<file path="src/verilog/clock_top_consts.svh">
// Purpose: offsets, field positions and reset values of the clock control bank
// Assumes: 32-bit APB, byte addresses equal printed offsets
// Notes: included by the top module only
`ifndef CLOCK_TOP_CONSTS_SVH
`define CLOCK_TOP_CONSTS_SVH
`define OFS_CPU_PLL_CTL 8'h44
`define OFS_PWM4 8'h4c
`define OFS_PWM5 8'h50
`define OFS_IOC_DELAY 8'h5c
`define OFS_BIU_GATE 8'h68
`define OFS_CPU_PLL_CTL3 8'h70
`define OFS_CPU_PLL_CTL2 8'h98
`define OFS_PWM1 8'hb0
`define OFS_PWM2 8'hb4
`define OFS_TEST_CLK 8'hb8
`define OFS_THERM_EN 8'hc0
`define OFS_THERM_FLAG 8'hc4
`define OFS_THERM_WIN 8'hc8
`define OFS_PWM3 8'hcc
`define OFS_PLL_SPARE 8'hd0
`define OFS_MISC_B 8'he4
`define OFS_MISC_C 8'he8
`define OFS_MISC_STATUS 8'hec
`define OFS_LINK_GATE 8'hf8
`define OFS_IRQ_STATUS 8'hf0
`define OFS_IRQ_MASK 8'hf4
`define RST_IOC_DELAY 32'h0000_0042
`define RST_BIU_GATE 32'h0003_109f
`define RST_CPU_PLL_CTL3 32'h0200_0001
`define RST_CPU_PLL_CTL2 32'h0000_0040
`define RST_LINK_GATE 32'h0000_0fff
`define BIT_MCLK_STOP 0
`define BIT_SEQA_GATE 1
`define BIT_SEQB_GATE 2
`define BIT_VBLANK_SEL 14
`define BIT_VBLANK_SYNC 15
`define BIT_CAL_OVERRIDE 16
`define BIT_CP_MIRROR_SEL 25
`define BIT_REF_SEL 0
`define PWM_EN_BIT 24
`define PWM_OE_BIT 25
`define PWM3_EN_BIT 0
`define CTL2_RW_MASK 32'h001f_ffff
`define NUM_PWM 5
`endif

</file>
<file path="src/verilog/clock_top_pkg.sv">
// Purpose: types shared by the clock control bank
// Assumes: constants come from clock_top_consts.svh
// Notes: none
`default_nettype none
package clock_top_pkg;
  typedef struct packed {
    logic [11:0] period;
    logic [11:0] high;
    logic en;
    logic oe;
  } pwm_cfg_type;
  typedef struct packed {
    logic [2:0] refFreq;
    logic [1:0] fwdDiv;
    logic [1:0] vcoMode;
    logic [3:0] chargePump;
  } pll_rb_type;
  typedef enum logic [1:0] {
    SW_IDLE = 2'b00,
    SW_WAIT = 2'b01,
    SW_DONE = 2'b11
  } switch_state_type;
endpackage
`default_nettype wire

</file>
<file path="src/verilog/clock_top_misc_control.sv">
// Purpose: clock configuration register bank with pwm, gating and pll control
// Assumes: APB slave, single clock ref_clk at 250 MHz, async active-low reset
// Notes: pad input is synchronised by three flip-flops, pll readback inputs by two
//
// Notes on behaviour
// - misc b bit 0 set stops the always-running memory clock branch.
// - misc b bits 1 and 2 drop extra gating for sequencer A and B.
// - misc b bits 3 to 5 are scratch storage only.
// - misc b bit 14 picks primary or secondary display vertical blank.
// - misc b bit 15 makes memory clock switching wait for vertical blank.
// - pll control bit 16 picks loop or register bits 15:12 for calibration.
// - control two bits 28:27 read back the forward divider ratio.
// - control two bits 31:29 read back the detected reference frequency.
// - control two bits 24:21 and 26:25 read back charge pump and vco mode.
// - control three bit 25 picks manual or calibrated charge pump mirror.
// - reference select at reset value picks the 100MHz pcie reference.
// - status bit 0 returns oscillator pad level, bits 31:1 read zero.
`timescale 1ns/1ps
`default_nettype none
`include "clock_top_consts.svh"
module clock_top_misc_control (
  input wire logic ref_clk,
  input wire logic reset_n,
  input wire logic psel,
  input wire logic penable,
  input wire logic pwrite,
  input wire logic [7:0] paddr,
  input wire logic [31:0] pwdata,
  output logic [31:0] prdata,
  output logic pready,
  output logic pslverr,
  input wire logic oscPadLevelIn,
  input wire logic thermalAlertIn,
  input wire logic vblankPrimaryIn,
  input wire logic vblankSecondaryIn,
  input wire logic mclkSwitchReq,
  input wire logic [3:0] calLoopBits,
  input wire logic [3:0] cpCalBits,
  input wire logic [10:0] pllReadbackIn,
  output logic mclkSwitchGo,
  output logic permMclkStop,
  output logic seqAExtraGateOff,
  output logic seqBExtraGateOff,
  output logic cpuPllRefPcie,
  output logic [3:0] cpuPllCalBits,
  output logic cpMirrorCal,
  output logic [3:0] cpMirrorBits,
  output logic [2:0] skew4x,
  output logic [2:0] skew2x,
  output logic [4:0] pwmOut,
  output logic [4:0] pwmOutEn_n,
  output logic irq
);
  // ==========================================================
  // synchronisers
  logic [2:0] syncA_q;
  logic [2:0] syncB_q;
  logic [9:0] rbSyncA_q;
  logic [9:0] rbSyncB_q;
  logic oscSync_q;
  logic alertPrev_q;
  logic vbPrev_q;
  always_ff @(posedge ref_clk or negedge reset_n) begin
    if (!reset_n) begin
      syncA_q <= 3'h0;
      syncB_q <= 3'h0;
      rbSyncA_q <= 10'h000;
      rbSyncB_q <= 10'h000;
      oscSync_q <= 1'b0;
    end else begin
      syncA_q <= {vblankSecondaryIn, vblankPrimaryIn, thermalAlertIn};
      syncB_q <= syncA_q;
      rbSyncA_q <= pllReadbackIn[10:1];
      rbSyncB_q <= rbSyncA_q;
      oscSync_q <= oscPadLevelIn;
    end
  end
  logic oscPadA_q;
  logic oscPadB_q;
  logic pllLsbA_q;
  logic pllLsbB_q;
  always_ff @(posedge ref_clk or negedge reset_n) begin
    if (!reset_n) begin
      oscPadA_q <= 1'b0;
      oscPadB_q <= 1'b0;
      pllLsbA_q <= 1'b0;
      pllLsbB_q <= 1'b0;
    end else begin
      oscPadA_q <= oscSync_q;
      oscPadB_q <= oscPadA_q;
      pllLsbA_q <= pllReadbackIn[0];
      pllLsbB_q <= pllLsbA_q;
    end
  end
  wire clock_top_pkg::pll_rb_type pllRb = {rbSyncB_q, pllLsbB_q};
  wire alertLvl = syncB_q[0];

  // ==========================================================
  // register storage
  logic [31:0] pllCtl_q;
  logic [31:0] pwm4_q;
  logic [31:0] pwm5_q;
  logic [31:0] iocDelay_q;
  logic [31:0] biuGate_q;
  logic [31:0] pllCtl3_q;
  logic [31:0] pllCtl2_q;
  logic [31:0] pwm1_q;
  logic [31:0] pwm2_q;
  logic [31:0] testClk_q;
  logic [31:0] thermEn_q;
  logic [31:0] thermWin_q;
  logic [31:0] pwm3_q;
  logic [31:0] pllSpare_q;
  logic [31:0] miscB_q;
  logic [31:0] miscC_q;
  logic [31:0] linkGate_q;
  logic thermFlag_q;
  logic irqMask_q;
  wire wrEn = psel & penable & pwrite;
  function automatic logic hit(input logic [7:0] a, input logic [7:0] o);
    hit = (a == o);
  endfunction
  wire alertRise = alertLvl & ~alertPrev_q;
  wire flagClr = wrEn & (hit(paddr, `OFS_THERM_FLAG) | hit(paddr, `OFS_IRQ_STATUS)) & pwdata[0];
  // per-register write strobes
  wire wrPllCtl = wrEn & hit(paddr, `OFS_CPU_PLL_CTL);
  wire wrPwm4 = wrEn & hit(paddr, `OFS_PWM4);
  wire wrPwm5 = wrEn & hit(paddr, `OFS_PWM5);
  wire wrIocDelay = wrEn & hit(paddr, `OFS_IOC_DELAY);
  wire wrBiuGate = wrEn & hit(paddr, `OFS_BIU_GATE);
  wire wrPllCtl3 = wrEn & hit(paddr, `OFS_CPU_PLL_CTL3);
  wire wrPllCtl2 = wrEn & hit(paddr, `OFS_CPU_PLL_CTL2);
  wire wrPwm1 = wrEn & hit(paddr, `OFS_PWM1);
  wire wrPwm2 = wrEn & hit(paddr, `OFS_PWM2);
  wire wrTestClk = wrEn & hit(paddr, `OFS_TEST_CLK);
  wire wrThermEn = wrEn & hit(paddr, `OFS_THERM_EN);
  wire wrThermWin = wrEn & hit(paddr, `OFS_THERM_WIN);
  wire wrPwm3 = wrEn & hit(paddr, `OFS_PWM3);
  wire wrPllSpare = wrEn & hit(paddr, `OFS_PLL_SPARE);
  wire wrMiscB = wrEn & hit(paddr, `OFS_MISC_B);
  wire wrMiscC = wrEn & hit(paddr, `OFS_MISC_C);
  wire wrLinkGate = wrEn & hit(paddr, `OFS_LINK_GATE);
  wire wrIrqMask = wrEn & hit(paddr, `OFS_IRQ_MASK);
  // next values, reserved bits kept at zero
  wire [31:0] pllCtl_d = wrPllCtl ? {4'h0, pwdata[27:0]} : pllCtl_q;
  wire [31:0] pwm4_d = wrPwm4 ? {6'h0, pwdata[25:0]} : pwm4_q;
  wire [31:0] pwm5_d = wrPwm5 ? {6'h0, pwdata[25:0]} : pwm5_q;
  wire [31:0] iocDelay_d = wrIocDelay ? {22'h0, pwdata[9:0]} : iocDelay_q;
  wire [31:0] biuGate_d = wrBiuGate ? {14'h0, pwdata[17:0]} : biuGate_q;
  wire [31:0] pllCtl3_d = wrPllCtl3 ? pwdata : pllCtl3_q;
  wire [31:0] pllCtl2_d = wrPllCtl2 ? (pwdata & `CTL2_RW_MASK) : pllCtl2_q;
  wire [31:0] pwm1_d = wrPwm1 ? {6'h0, pwdata[25:0]} : pwm1_q;
  wire [31:0] pwm2_d = wrPwm2 ? {6'h0, pwdata[25:0]} : pwm2_q;
  wire [31:0] testClk_d = wrTestClk ? {pwdata[31:16], 8'h0, pwdata[7:0]} : testClk_q;
  wire [31:0] thermEn_d = wrThermEn ? pwdata : thermEn_q;
  wire [31:0] thermWin_d = wrThermWin ? pwdata : thermWin_q;
  wire [31:0] pwm3_d = wrPwm3 ? {6'h0, pwdata[25:0]} : pwm3_q;
  wire [31:0] pllSpare_d = wrPllSpare ? pwdata : pllSpare_q;
  wire [31:0] miscB_d = wrMiscB ? pwdata : miscB_q;
  wire [31:0] miscC_d = wrMiscC ? pwdata : miscC_q;
  wire [31:0] linkGate_d = wrLinkGate ? {18'h0, pwdata[13:0]} : linkGate_q;
  wire irqMask_d = wrIrqMask ? pwdata[0] : irqMask_q;
  always_ff @(posedge ref_clk or negedge reset_n) begin
    if (!reset_n) begin
      pllCtl_q <= 32'h0;
      pwm4_q <= 32'h0;
      pwm5_q <= 32'h0;
      iocDelay_q <= `RST_IOC_DELAY;
      biuGate_q <= `RST_BIU_GATE;
      pllCtl3_q <= `RST_CPU_PLL_CTL3;
      pllCtl2_q <= `RST_CPU_PLL_CTL2;
      pwm1_q <= 32'h0;
      pwm2_q <= 32'h0;
      testClk_q <= 32'h0;
      thermEn_q <= 32'h0;
      thermWin_q <= 32'h0;
      pwm3_q <= 32'h0;
      pllSpare_q <= 32'h0;
      miscB_q <= 32'h0;
      miscC_q <= 32'h0;
      linkGate_q <= `RST_LINK_GATE;
      irqMask_q <= 1'b0;
      alertPrev_q <= 1'b0;
    end else begin
      alertPrev_q <= alertLvl;
      pllCtl_q <= pllCtl_d;
      pwm4_q <= pwm4_d;
      pwm5_q <= pwm5_d;
      iocDelay_q <= iocDelay_d;
      biuGate_q <= biuGate_d;
      pllCtl3_q <= pllCtl3_d;
      pllCtl2_q <= pllCtl2_d;
      pwm1_q <= pwm1_d;
      pwm2_q <= pwm2_d;
      testClk_q <= testClk_d;
      thermEn_q <= thermEn_d;
      thermWin_q <= thermWin_d;
      pwm3_q <= pwm3_d;
      pllSpare_q <= pllSpare_d;
      miscB_q <= miscB_d;
      miscC_q <= miscC_d;
      linkGate_q <= linkGate_d;
      irqMask_q <= irqMask_d;
    end
  end
  // flag: hardware set wins over write-one clear
  always_ff @(posedge ref_clk or negedge reset_n) begin
    if (!reset_n) begin
      thermFlag_q <= 1'b0;
    end else begin
      thermFlag_q <= alertRise | (thermFlag_q & ~flagClr);
    end
  end

  // ==========================================================
  // read path
  wire [31:0] ctl2Read = {pllRb.refFreq, pllRb.fwdDiv,
    pllRb.vcoMode, pllRb.chargePump, pllCtl2_q[20:0]};
  logic [31:0] rdMux;
  logic rdHit;
  always_comb begin
    rdHit = 1'b1;
    case (paddr)
      `OFS_CPU_PLL_CTL: rdMux = pllCtl_q;
      `OFS_PWM4: rdMux = pwm4_q;
      `OFS_PWM5: rdMux = pwm5_q;
      `OFS_IOC_DELAY: rdMux = iocDelay_q;
      `OFS_BIU_GATE: rdMux = biuGate_q;
      `OFS_CPU_PLL_CTL3: rdMux = pllCtl3_q;
      `OFS_CPU_PLL_CTL2: rdMux = ctl2Read;
      `OFS_PWM1: rdMux = pwm1_q;
      `OFS_PWM2: rdMux = pwm2_q;
      `OFS_TEST_CLK: rdMux = testClk_q;
      `OFS_THERM_EN: rdMux = thermEn_q;
      `OFS_THERM_FLAG: rdMux = {31'h0, thermFlag_q};
      `OFS_THERM_WIN: rdMux = thermWin_q;
      `OFS_PWM3: rdMux = pwm3_q;
      `OFS_PLL_SPARE: rdMux = pllSpare_q;
      `OFS_MISC_B: rdMux = miscB_q;
      `OFS_MISC_C: rdMux = miscC_q;
      `OFS_MISC_STATUS: rdMux = {31'h0, oscPadB_q};
      `OFS_LINK_GATE: rdMux = linkGate_q;
      `OFS_IRQ_STATUS: rdMux = {31'h0, thermFlag_q};
      `OFS_IRQ_MASK: rdMux = {31'h0, irqMask_q};
      default: begin
        rdMux = 32'h0;
        rdHit = 1'b0;
      end
    endcase
  end
  wire setup = psel & ~penable;
  always_ff @(posedge ref_clk or negedge reset_n) begin
    if (!reset_n) begin
      prdata <= 32'h0;
      pready <= 1'b0;
      pslverr <= 1'b0;
    end else begin
      pready <= setup;
      pslverr <= setup & ~rdHit;
      if (setup & ~pwrite) begin
        prdata <= rdMux;
      end
    end
  end

  // ==========================================================
  // memory clock switching on vertical blank
  wire vbPrim = syncB_q[1];
  wire vbSec = syncB_q[2];
  wire vbSel = miscB_q[`BIT_VBLANK_SEL] ? vbSec : vbPrim;
  wire vbRise = vbSel & ~vbPrev_q;
  clock_top_pkg::switch_state_type sw_q, sw_d;
  always_comb begin
    case (sw_q)
      clock_top_pkg::SW_IDLE: begin
        if (!mclkSwitchReq) sw_d = clock_top_pkg::SW_IDLE;
        else if (miscB_q[`BIT_VBLANK_SYNC]) sw_d = clock_top_pkg::SW_WAIT;
        else sw_d = clock_top_pkg::SW_DONE;
      end
      clock_top_pkg::SW_WAIT: begin
        if (!mclkSwitchReq) sw_d = clock_top_pkg::SW_IDLE;
        else if (vbRise) sw_d = clock_top_pkg::SW_DONE;
        else sw_d = clock_top_pkg::SW_WAIT;
      end
      clock_top_pkg::SW_DONE: sw_d = clock_top_pkg::SW_IDLE;
      default: sw_d = clock_top_pkg::SW_IDLE;
    endcase
  end
  always_ff @(posedge ref_clk or negedge reset_n) begin
    if (!reset_n) begin
      sw_q <= clock_top_pkg::SW_IDLE;
      vbPrev_q <= 1'b0;
      mclkSwitchGo <= 1'b0;
    end else begin
      sw_q <= sw_d;
      vbPrev_q <= vbSel;
      mclkSwitchGo <= (sw_d == clock_top_pkg::SW_DONE);
    end
  end

  // ==========================================================
  // pwm channels
  clock_top_pkg::pwm_cfg_type pwmCfg [`NUM_PWM];
  assign pwmCfg[0] = {pwm1_q[11:0], pwm1_q[23:12], pwm1_q[`PWM_EN_BIT], pwm1_q[`PWM_OE_BIT]};
  assign pwmCfg[1] = {pwm2_q[11:0], pwm2_q[23:12], pwm2_q[`PWM_EN_BIT], pwm2_q[`PWM_OE_BIT]};
  assign pwmCfg[2] = {pwm3_q[12:1], pwm3_q[24:13], pwm3_q[`PWM3_EN_BIT], pwm3_q[`PWM_OE_BIT]};
  assign pwmCfg[3] = {pwm4_q[11:0], pwm4_q[23:12], pwm4_q[`PWM_EN_BIT], pwm4_q[`PWM_OE_BIT]};
  assign pwmCfg[4] = {pwm5_q[11:0], pwm5_q[23:12], pwm5_q[`PWM_EN_BIT], pwm5_q[`PWM_OE_BIT]};
  logic [11:0] pwmCnt_q [`NUM_PWM];
  genvar g;
  generate
    for (g = 0; g < `NUM_PWM; g++) begin : g_pwm
      wire [11:0] cntNext = pwmCnt_q[g] + 12'h001;
      wire wrap = (cntNext >= pwmCfg[g].period);
      wire dutyHigh = pwmCfg[g].en & (pwmCnt_q[g] < pwmCfg[g].high);
      always_ff @(posedge ref_clk or negedge reset_n) begin
        if (!reset_n) begin
          pwmCnt_q[g] <= 12'h000;
          pwmOut[g] <= 1'b0;
          pwmOutEn_n[g] <= 1'b1;
        end else begin
          pwmCnt_q[g] <= (!pwmCfg[g].en || wrap) ? 12'h000 : cntNext;
          pwmOut[g] <= dutyHigh;
          pwmOutEn_n[g] <= ~pwmCfg[g].oe;
        end
      end
    end
  endgenerate

  // ==========================================================
  // memory clock gating outputs
  always_ff @(posedge ref_clk or negedge reset_n) begin
    if (!reset_n) begin
      permMclkStop <= 1'b0;
      seqAExtraGateOff <= 1'b0;
      seqBExtraGateOff <= 1'b0;
    end else begin
      permMclkStop <= miscB_q[`BIT_MCLK_STOP];
      seqAExtraGateOff <= miscB_q[`BIT_SEQA_GATE];
      seqBExtraGateOff <= miscB_q[`BIT_SEQB_GATE];
    end
  end

  // ==========================================================
  // pll control outputs
  wire [3:0] cpManualBits = {pllCtl3_q[6:5], pllCtl3_q[4:3]};
  always_ff @(posedge ref_clk or negedge reset_n) begin
    if (!reset_n) begin
      cpuPllRefPcie <= 1'b1;
      cpuPllCalBits <= 4'h0;
      cpMirrorCal <= 1'b1;
      cpMirrorBits <= 4'h0;
      skew4x <= 3'h0;
      skew2x <= 3'h0;
    end else begin
      cpuPllRefPcie <= ~pllCtl_q[`BIT_REF_SEL];
      cpuPllCalBits <= pllCtl_q[`BIT_CAL_OVERRIDE] ? pllCtl_q[15:12] : calLoopBits;
      cpMirrorCal <= pllCtl3_q[`BIT_CP_MIRROR_SEL];
      cpMirrorBits <= pllCtl3_q[`BIT_CP_MIRROR_SEL] ? cpCalBits : cpManualBits;
      skew4x <= pllCtl_q[5:3];
      skew2x <= pllCtl_q[8:6];
    end
  end

  // ==========================================================
  // interrupt
  wire irqPending = thermFlag_q & thermEn_q[0] & irqMask_q;
  always_ff @(posedge ref_clk or negedge reset_n) begin
    if (!reset_n) begin
      irq <= 1'b0;
    end else begin
      irq <= irqPending;
    end
  end
endmodule // clock_top_misc_control
`default_nettype wire

</file>
<file path="config.mk">
export PLATFORM = sky130hd
export DESIGN_NAME = clock_top_misc_control
export DESIGN_NICKNAME = d
export VERILOG_FILES = /design/src/verilog/clock_top_pkg.sv /design/src/verilog/clock_top_misc_control.sv
export VERILOG_INCLUDE_DIRS = /design/src /design/src/verilog
export SDC_FILE = /design/constraint.sdc
export NUM_CORES = 1
export LEC_CHECK = 0
export BUFFER_PORTS_ARGS = -buffer_cell sky130_fd_sc_hd__buf_2
export CORE_MARGIN = 3
export CORE_UTILIZATION = 35
export CTS_BUF_LIST = sky130_fd_sc_hd__clkbuf_8
export DETAILED_ROUTE_END_ITERATION = 16
export MAX_ROUTING_LAYER = met4
export PLACE_DENSITY = 0.6
export SLEW_MARGIN = 10
export SYNTH_ARGS = -nofsm -noshare
export SYNTH_HDL_FRONTEND = slang
export SYNTH_SLANG_ARGS = --single-unit
</file>
<file path="constraint.sdc">
create_clock -name ref_clk -period 5.9 [get_ports ref_clk]
set_input_delay 0.59 -clock ref_clk [delete_from_list [all_inputs] [get_ports ref_clk]]
set_output_delay 0.59 -clock ref_clk [all_outputs]
set_load 0.1 [all_outputs]
</file>
==> results.yml <==
run_status:
  status: "completed"
clock_tree:
  cts.repair.resized: 0
  clkSinkCount: 599
  clock_latency_ns: 0.73
  clk_transition_reported_paths_ns: 0.06
  tritoncts: "yes"
  cts.root.buffer_cell: "sky130_fd_sc_hd__clkbuf_8"
  cts_inserted_buffers: 102
  clock_tree_buffer_depth: 3
  ctsHtreeMaxLevel: 3
worst_setup_path:
  worst_r2r_endpoint: "pwmCnt_q[1]$_DFF_PN0_"
  r2r_setup_slack_ns: 2.97
  critical_path.max_stage_delay_ns: 0.70
  critPathTopFamily: "simple AND/OR/NAND/NOR gates"
  crit_path_cells: "buf_2 -> buf_4 -> nand4bb_1 -> nor2_1 -> nand2_2 -> mux2_1"
  timing.critical_path.buf_inv: 2
  crit_arrival_ns: 3.97
  endpoint_kind: "flop"
  critical_path.startpoint_type: "input pin"
  critical_path_peak_fanout: 32
  cp_slowest_cell: "sky130_fd_sc_hd__nand4bb_1"
  worst-setup-path-type: "input pin to flop"
  timing.critical_path.from: "paddr[6]"
  worst_r2r_startpoint: "pwmCnt_q[0]$_DFF_PN0_"
  critPathRequiredTime_ns: 6.49
  rr_worst_depth: 9
route:
  drt-wirelength-per-cell_um: 28.8
  dr.first_iter.drc_count: 2582
  detail_route.wirelength_um: 107000
  remaining_drc_errors: 0
  vias: 21500
  avgViaCountPerCell: 5.81
  first_pass_iters: 8
  number_of_routed_nets_with_antenna_violations: 0
power_and_ir_drop:
  comb_power_share_pct: 8.8
  p_sw_mw: 2.50
  power.share.switching_pct: 27.4
  vdd_ir_drop_max_mv: 0.165
  power_frac_clock_pct: 44.2
  power.internal_mw: 6.64
  power_density_nw_per_um2: 279
  cellLeakagePower_nw: 15.8
  post-layout-total-power_mw: 9.14
  power_frac_seq_pct: 47.1
synth:
  netlist_instances: 2414
  ys_seq_elements: 599
  synth.distinct_cells: 74
  synth_area_um2: 28700
  synthesis.area_per_instance_um2: 11.9
  synth_flop_cell: "sky130_fd_sc_hd__dfrtp_1"
  synth-async-reset-ratio_pct: 100
  mappedNetlistNets: 2603
  synth-edff-count: 0
  synth-seq-area-share_pct: 52.3
  yosys_warn_count: 0
floorplan:
  starting_density_of_the_core_pct: 35.5
  die_width_um: 292
  die_height_um: 292
  ios: 134
  core.rowCount: 104
  die-area_um2: 85500
  core_outline_area_um2: 80900
placement:
  detailed_place.area_um2: 30400
  dpl.hpwl_um: 73700
  globalplace.congestion: 1.00
  placed_cells_incl_taps: 3499
  dp_worst_setup_slack_ns: 1.88
  placement.io_buffers: 133
sta:
  slew_headroom_pct: 17.3
  min_period_over_period_pct: 57.3
  finClkSkew_ns: 0.0412
  finalCriticalPeriod_ns: 3.38
  setup_viol: 0
  finalSetupTns_ns: 0
  drv_slew: 0
  worst_tran_pin_value_ns: 1.23
  rsz0062_at_grt: "no"
  timing.final.ws_setup_ns: 2.52
  hold_viol: 0
  timing.fmax_mhz: 296
global_routing:
  use_met1_pct: 34.1
  grtUsageMet3_pct: 5.94
  first_global_vias: 22000
  grt_usage_pct: 25.5
  grt_first_pass_wirelength_um: 155000
  grt_use_met2_pct: 36.8
  antenna_found_initial: 8
  total_grt_overflow: 0
  grt_start_max_net_pins: 183
  top_usage_layer: "met2"
hold_path:
  worstHoldPathType: "input pin to flop"
  timing.hold.worst_path_depth: 2
  worstHoldEndpoint: "cpMirrorBits[3]$_DFF_PN0_"
  min-delay-start: "cpCalBits[3]"
layout:
  post-route-cell-area_um2: 32700
  layoutNonFillerInstCount: 3704
  layout.cells.most_common_list: "sky130_fd_sc_hd__dfrtp_1, sky130_fd_sc_hd__mux2_2, sky130_fd_sc_hd__inv_1, sky130_fd_sc_hd__nand2_1, sky130_fd_sc_hd__clkbuf_8"
  areaGrowthSynthToFinish_pct: 14.0
  layout_commonest_cell: "sky130_fd_sc_hd__dfrtp_1"
  final_layout_size_suffix_gt1_share_pct: 29.1
  number_of_nets_in_the_layout: 2748
run:
  timing.max_cap.violations: 0
## power by group through the flow
stage / clock [mW] / combinational, mW / sequential [mW]
global placement: 0 / 0.774 / 4.37
floorplan: 0 / 0.223 / 4.55
finish: 4.04 / 0.801 / 4.30
CTS: 4.11 / 0.794 / 4.30
global route: 4.29 / 0.834 / 4.31
detailed placement: 0 / 0.783 / 4.37
## logic make-up after synthesis
kind of cell    count (synthesis)  share of synthesized area (%)
fa+ha+maj                     120                           5.23
buf+inv                       292                           4.58
flops                         599                           52.3
compound gates                481                           11.8
mux                           415                           16.1
xor+xnor                       50                           1.53
simple gates                  457                           8.40
## stage by stage
step                      util [%]  hold slack [ns]
final                         40.5            0.115
after detailed placement      37.5            0.335
after global routing          40.5           0.0842
after CTS                     40.4           0.0612
after global placement        37.5            0.334
after floorplan                  -            0.294
## what timing repair did
action	CTS	global route
hold buffers	16	0
endpoints found under the hold margin	92	0
setup buffers	0	0
## metal layers
metal	vias up	part of all wire, %
met5	-	0
met4	0	5.1
met3	278	9.8
met2	1165	43
met1	11100	42
li1	9005	-
## how the worst max path moves through the flow
stage / slack (ns) / endpoint / depth (start not counted)
finish: 2.52 / thermWin_q[4]$_DFFE_PN0P_ / 6
CTS: 2.54 / pwmCnt_q[43]$_DFF_PN0_ / 10
detailed placement: 1.88 / thermWin_q[4]$_DFFE_PN0P_ / 6
floorplan: 3.42 / pwmCnt_q[39]$_DFF_PN0_ / 11
global route: 2.44 / thermWin_q[4]$_DFFE_PN0P_ / 6
global placement: 1.95 / thermWin_q[4]$_DFFE_PN0P_ / 6
## sequential cells by signal, summed over array words and instances, names as in the netlist, 28 cells and up
name        cells
thermEn_q      32
miscB_q        32
pllCtl3_q      32
miscC_q        32
pllSpare_q     32
pwmCnt_q       60
thermWin_q     32
prdata         32
pllCtl_q       28
## synth_stat cells, types with 6 or more instances
cell type                  number  area [um^2]
sky130_fd_sc_hd__dfrtp_1      566        14200
sky130_fd_sc_hd__mux2_2       370         4170
sky130_fd_sc_hd__nand2_1      146          548
sky130_fd_sc_hd__inv_1        138          518
sky130_fd_sc_hd__ha_1         120         1500
sky130_fd_sc_hd__o21ai_0      116          581
sky130_fd_sc_hd__nor2_1        84          315
sky130_fd_sc_hd__a22oi_1       77          578
sky130_fd_sc_hd__nor2b_1       68          425
sky130_fd_sc_hd__clkbuf_1      66          248
sky130_fd_sc_hd__buf_2         58          290
sky130_fd_sc_hd__a21oi_1       55          275
sky130_fd_sc_hd__xnor2_1       35          307
sky130_fd_sc_hd__dfstp_2       33          867
sky130_fd_sc_hd__nand3_1       32          160
sky130_fd_sc_hd__a21o_1        31          233
sky130_fd_sc_hd__mux2i_1       30          300
sky130_fd_sc_hd__a22o_1        27          236
sky130_fd_sc_hd__nand4_1       27          169
sky130_fd_sc_hd__a221oi_1      26          228
sky130_fd_sc_hd__o22ai_1       23          144
sky130_fd_sc_hd__a222oi_1      19          190
sky130_fd_sc_hd__mux2_1        15          169
sky130_fd_sc_hd__xor2_1        15          131
sky130_fd_sc_hd__nand2b_1      14         87.6
sky130_fd_sc_hd__buf_6         13          146
sky130_fd_sc_hd__and3_1        12         75.1
sky130_fd_sc_hd__buf_4         12         90.1
sky130_fd_sc_hd__nor3_1        11         55.1
sky130_fd_sc_hd__o32a_1        10          100
sky130_fd_sc_hd__o211ai_1       9         67.6
sky130_fd_sc_hd__o221ai_1       9         78.8
sky130_fd_sc_hd__a211oi_1       8         60.1
sky130_fd_sc_hd__a31oi_1        8         50.1
sky130_fd_sc_hd__a32oi_1        7         61.3
sky130_fd_sc_hd__nand3b_1       7         52.6
sky130_fd_sc_hd__nor3b_1        7         52.6
sky130_fd_sc_hd__o21ai_2        7         61.3
sky130_fd_sc_hd__o22a_1         7         61.3
sky130_fd_sc_hd__and2_1         6         37.5
sky130_fd_sc_hd__o2111a_1       6         67.6
## layout make-up
type	count	area [um^2]
fill	7715	48200
clock inverter	51	377
inverter	138	518
clock buffer	133	1830
antenna	5	12.5
multi-input combinational	1523	12400
sequential	599	15000
timing repair buffer	195	1210
tap	1060	1330
Power figures use the tool's default switching activity.
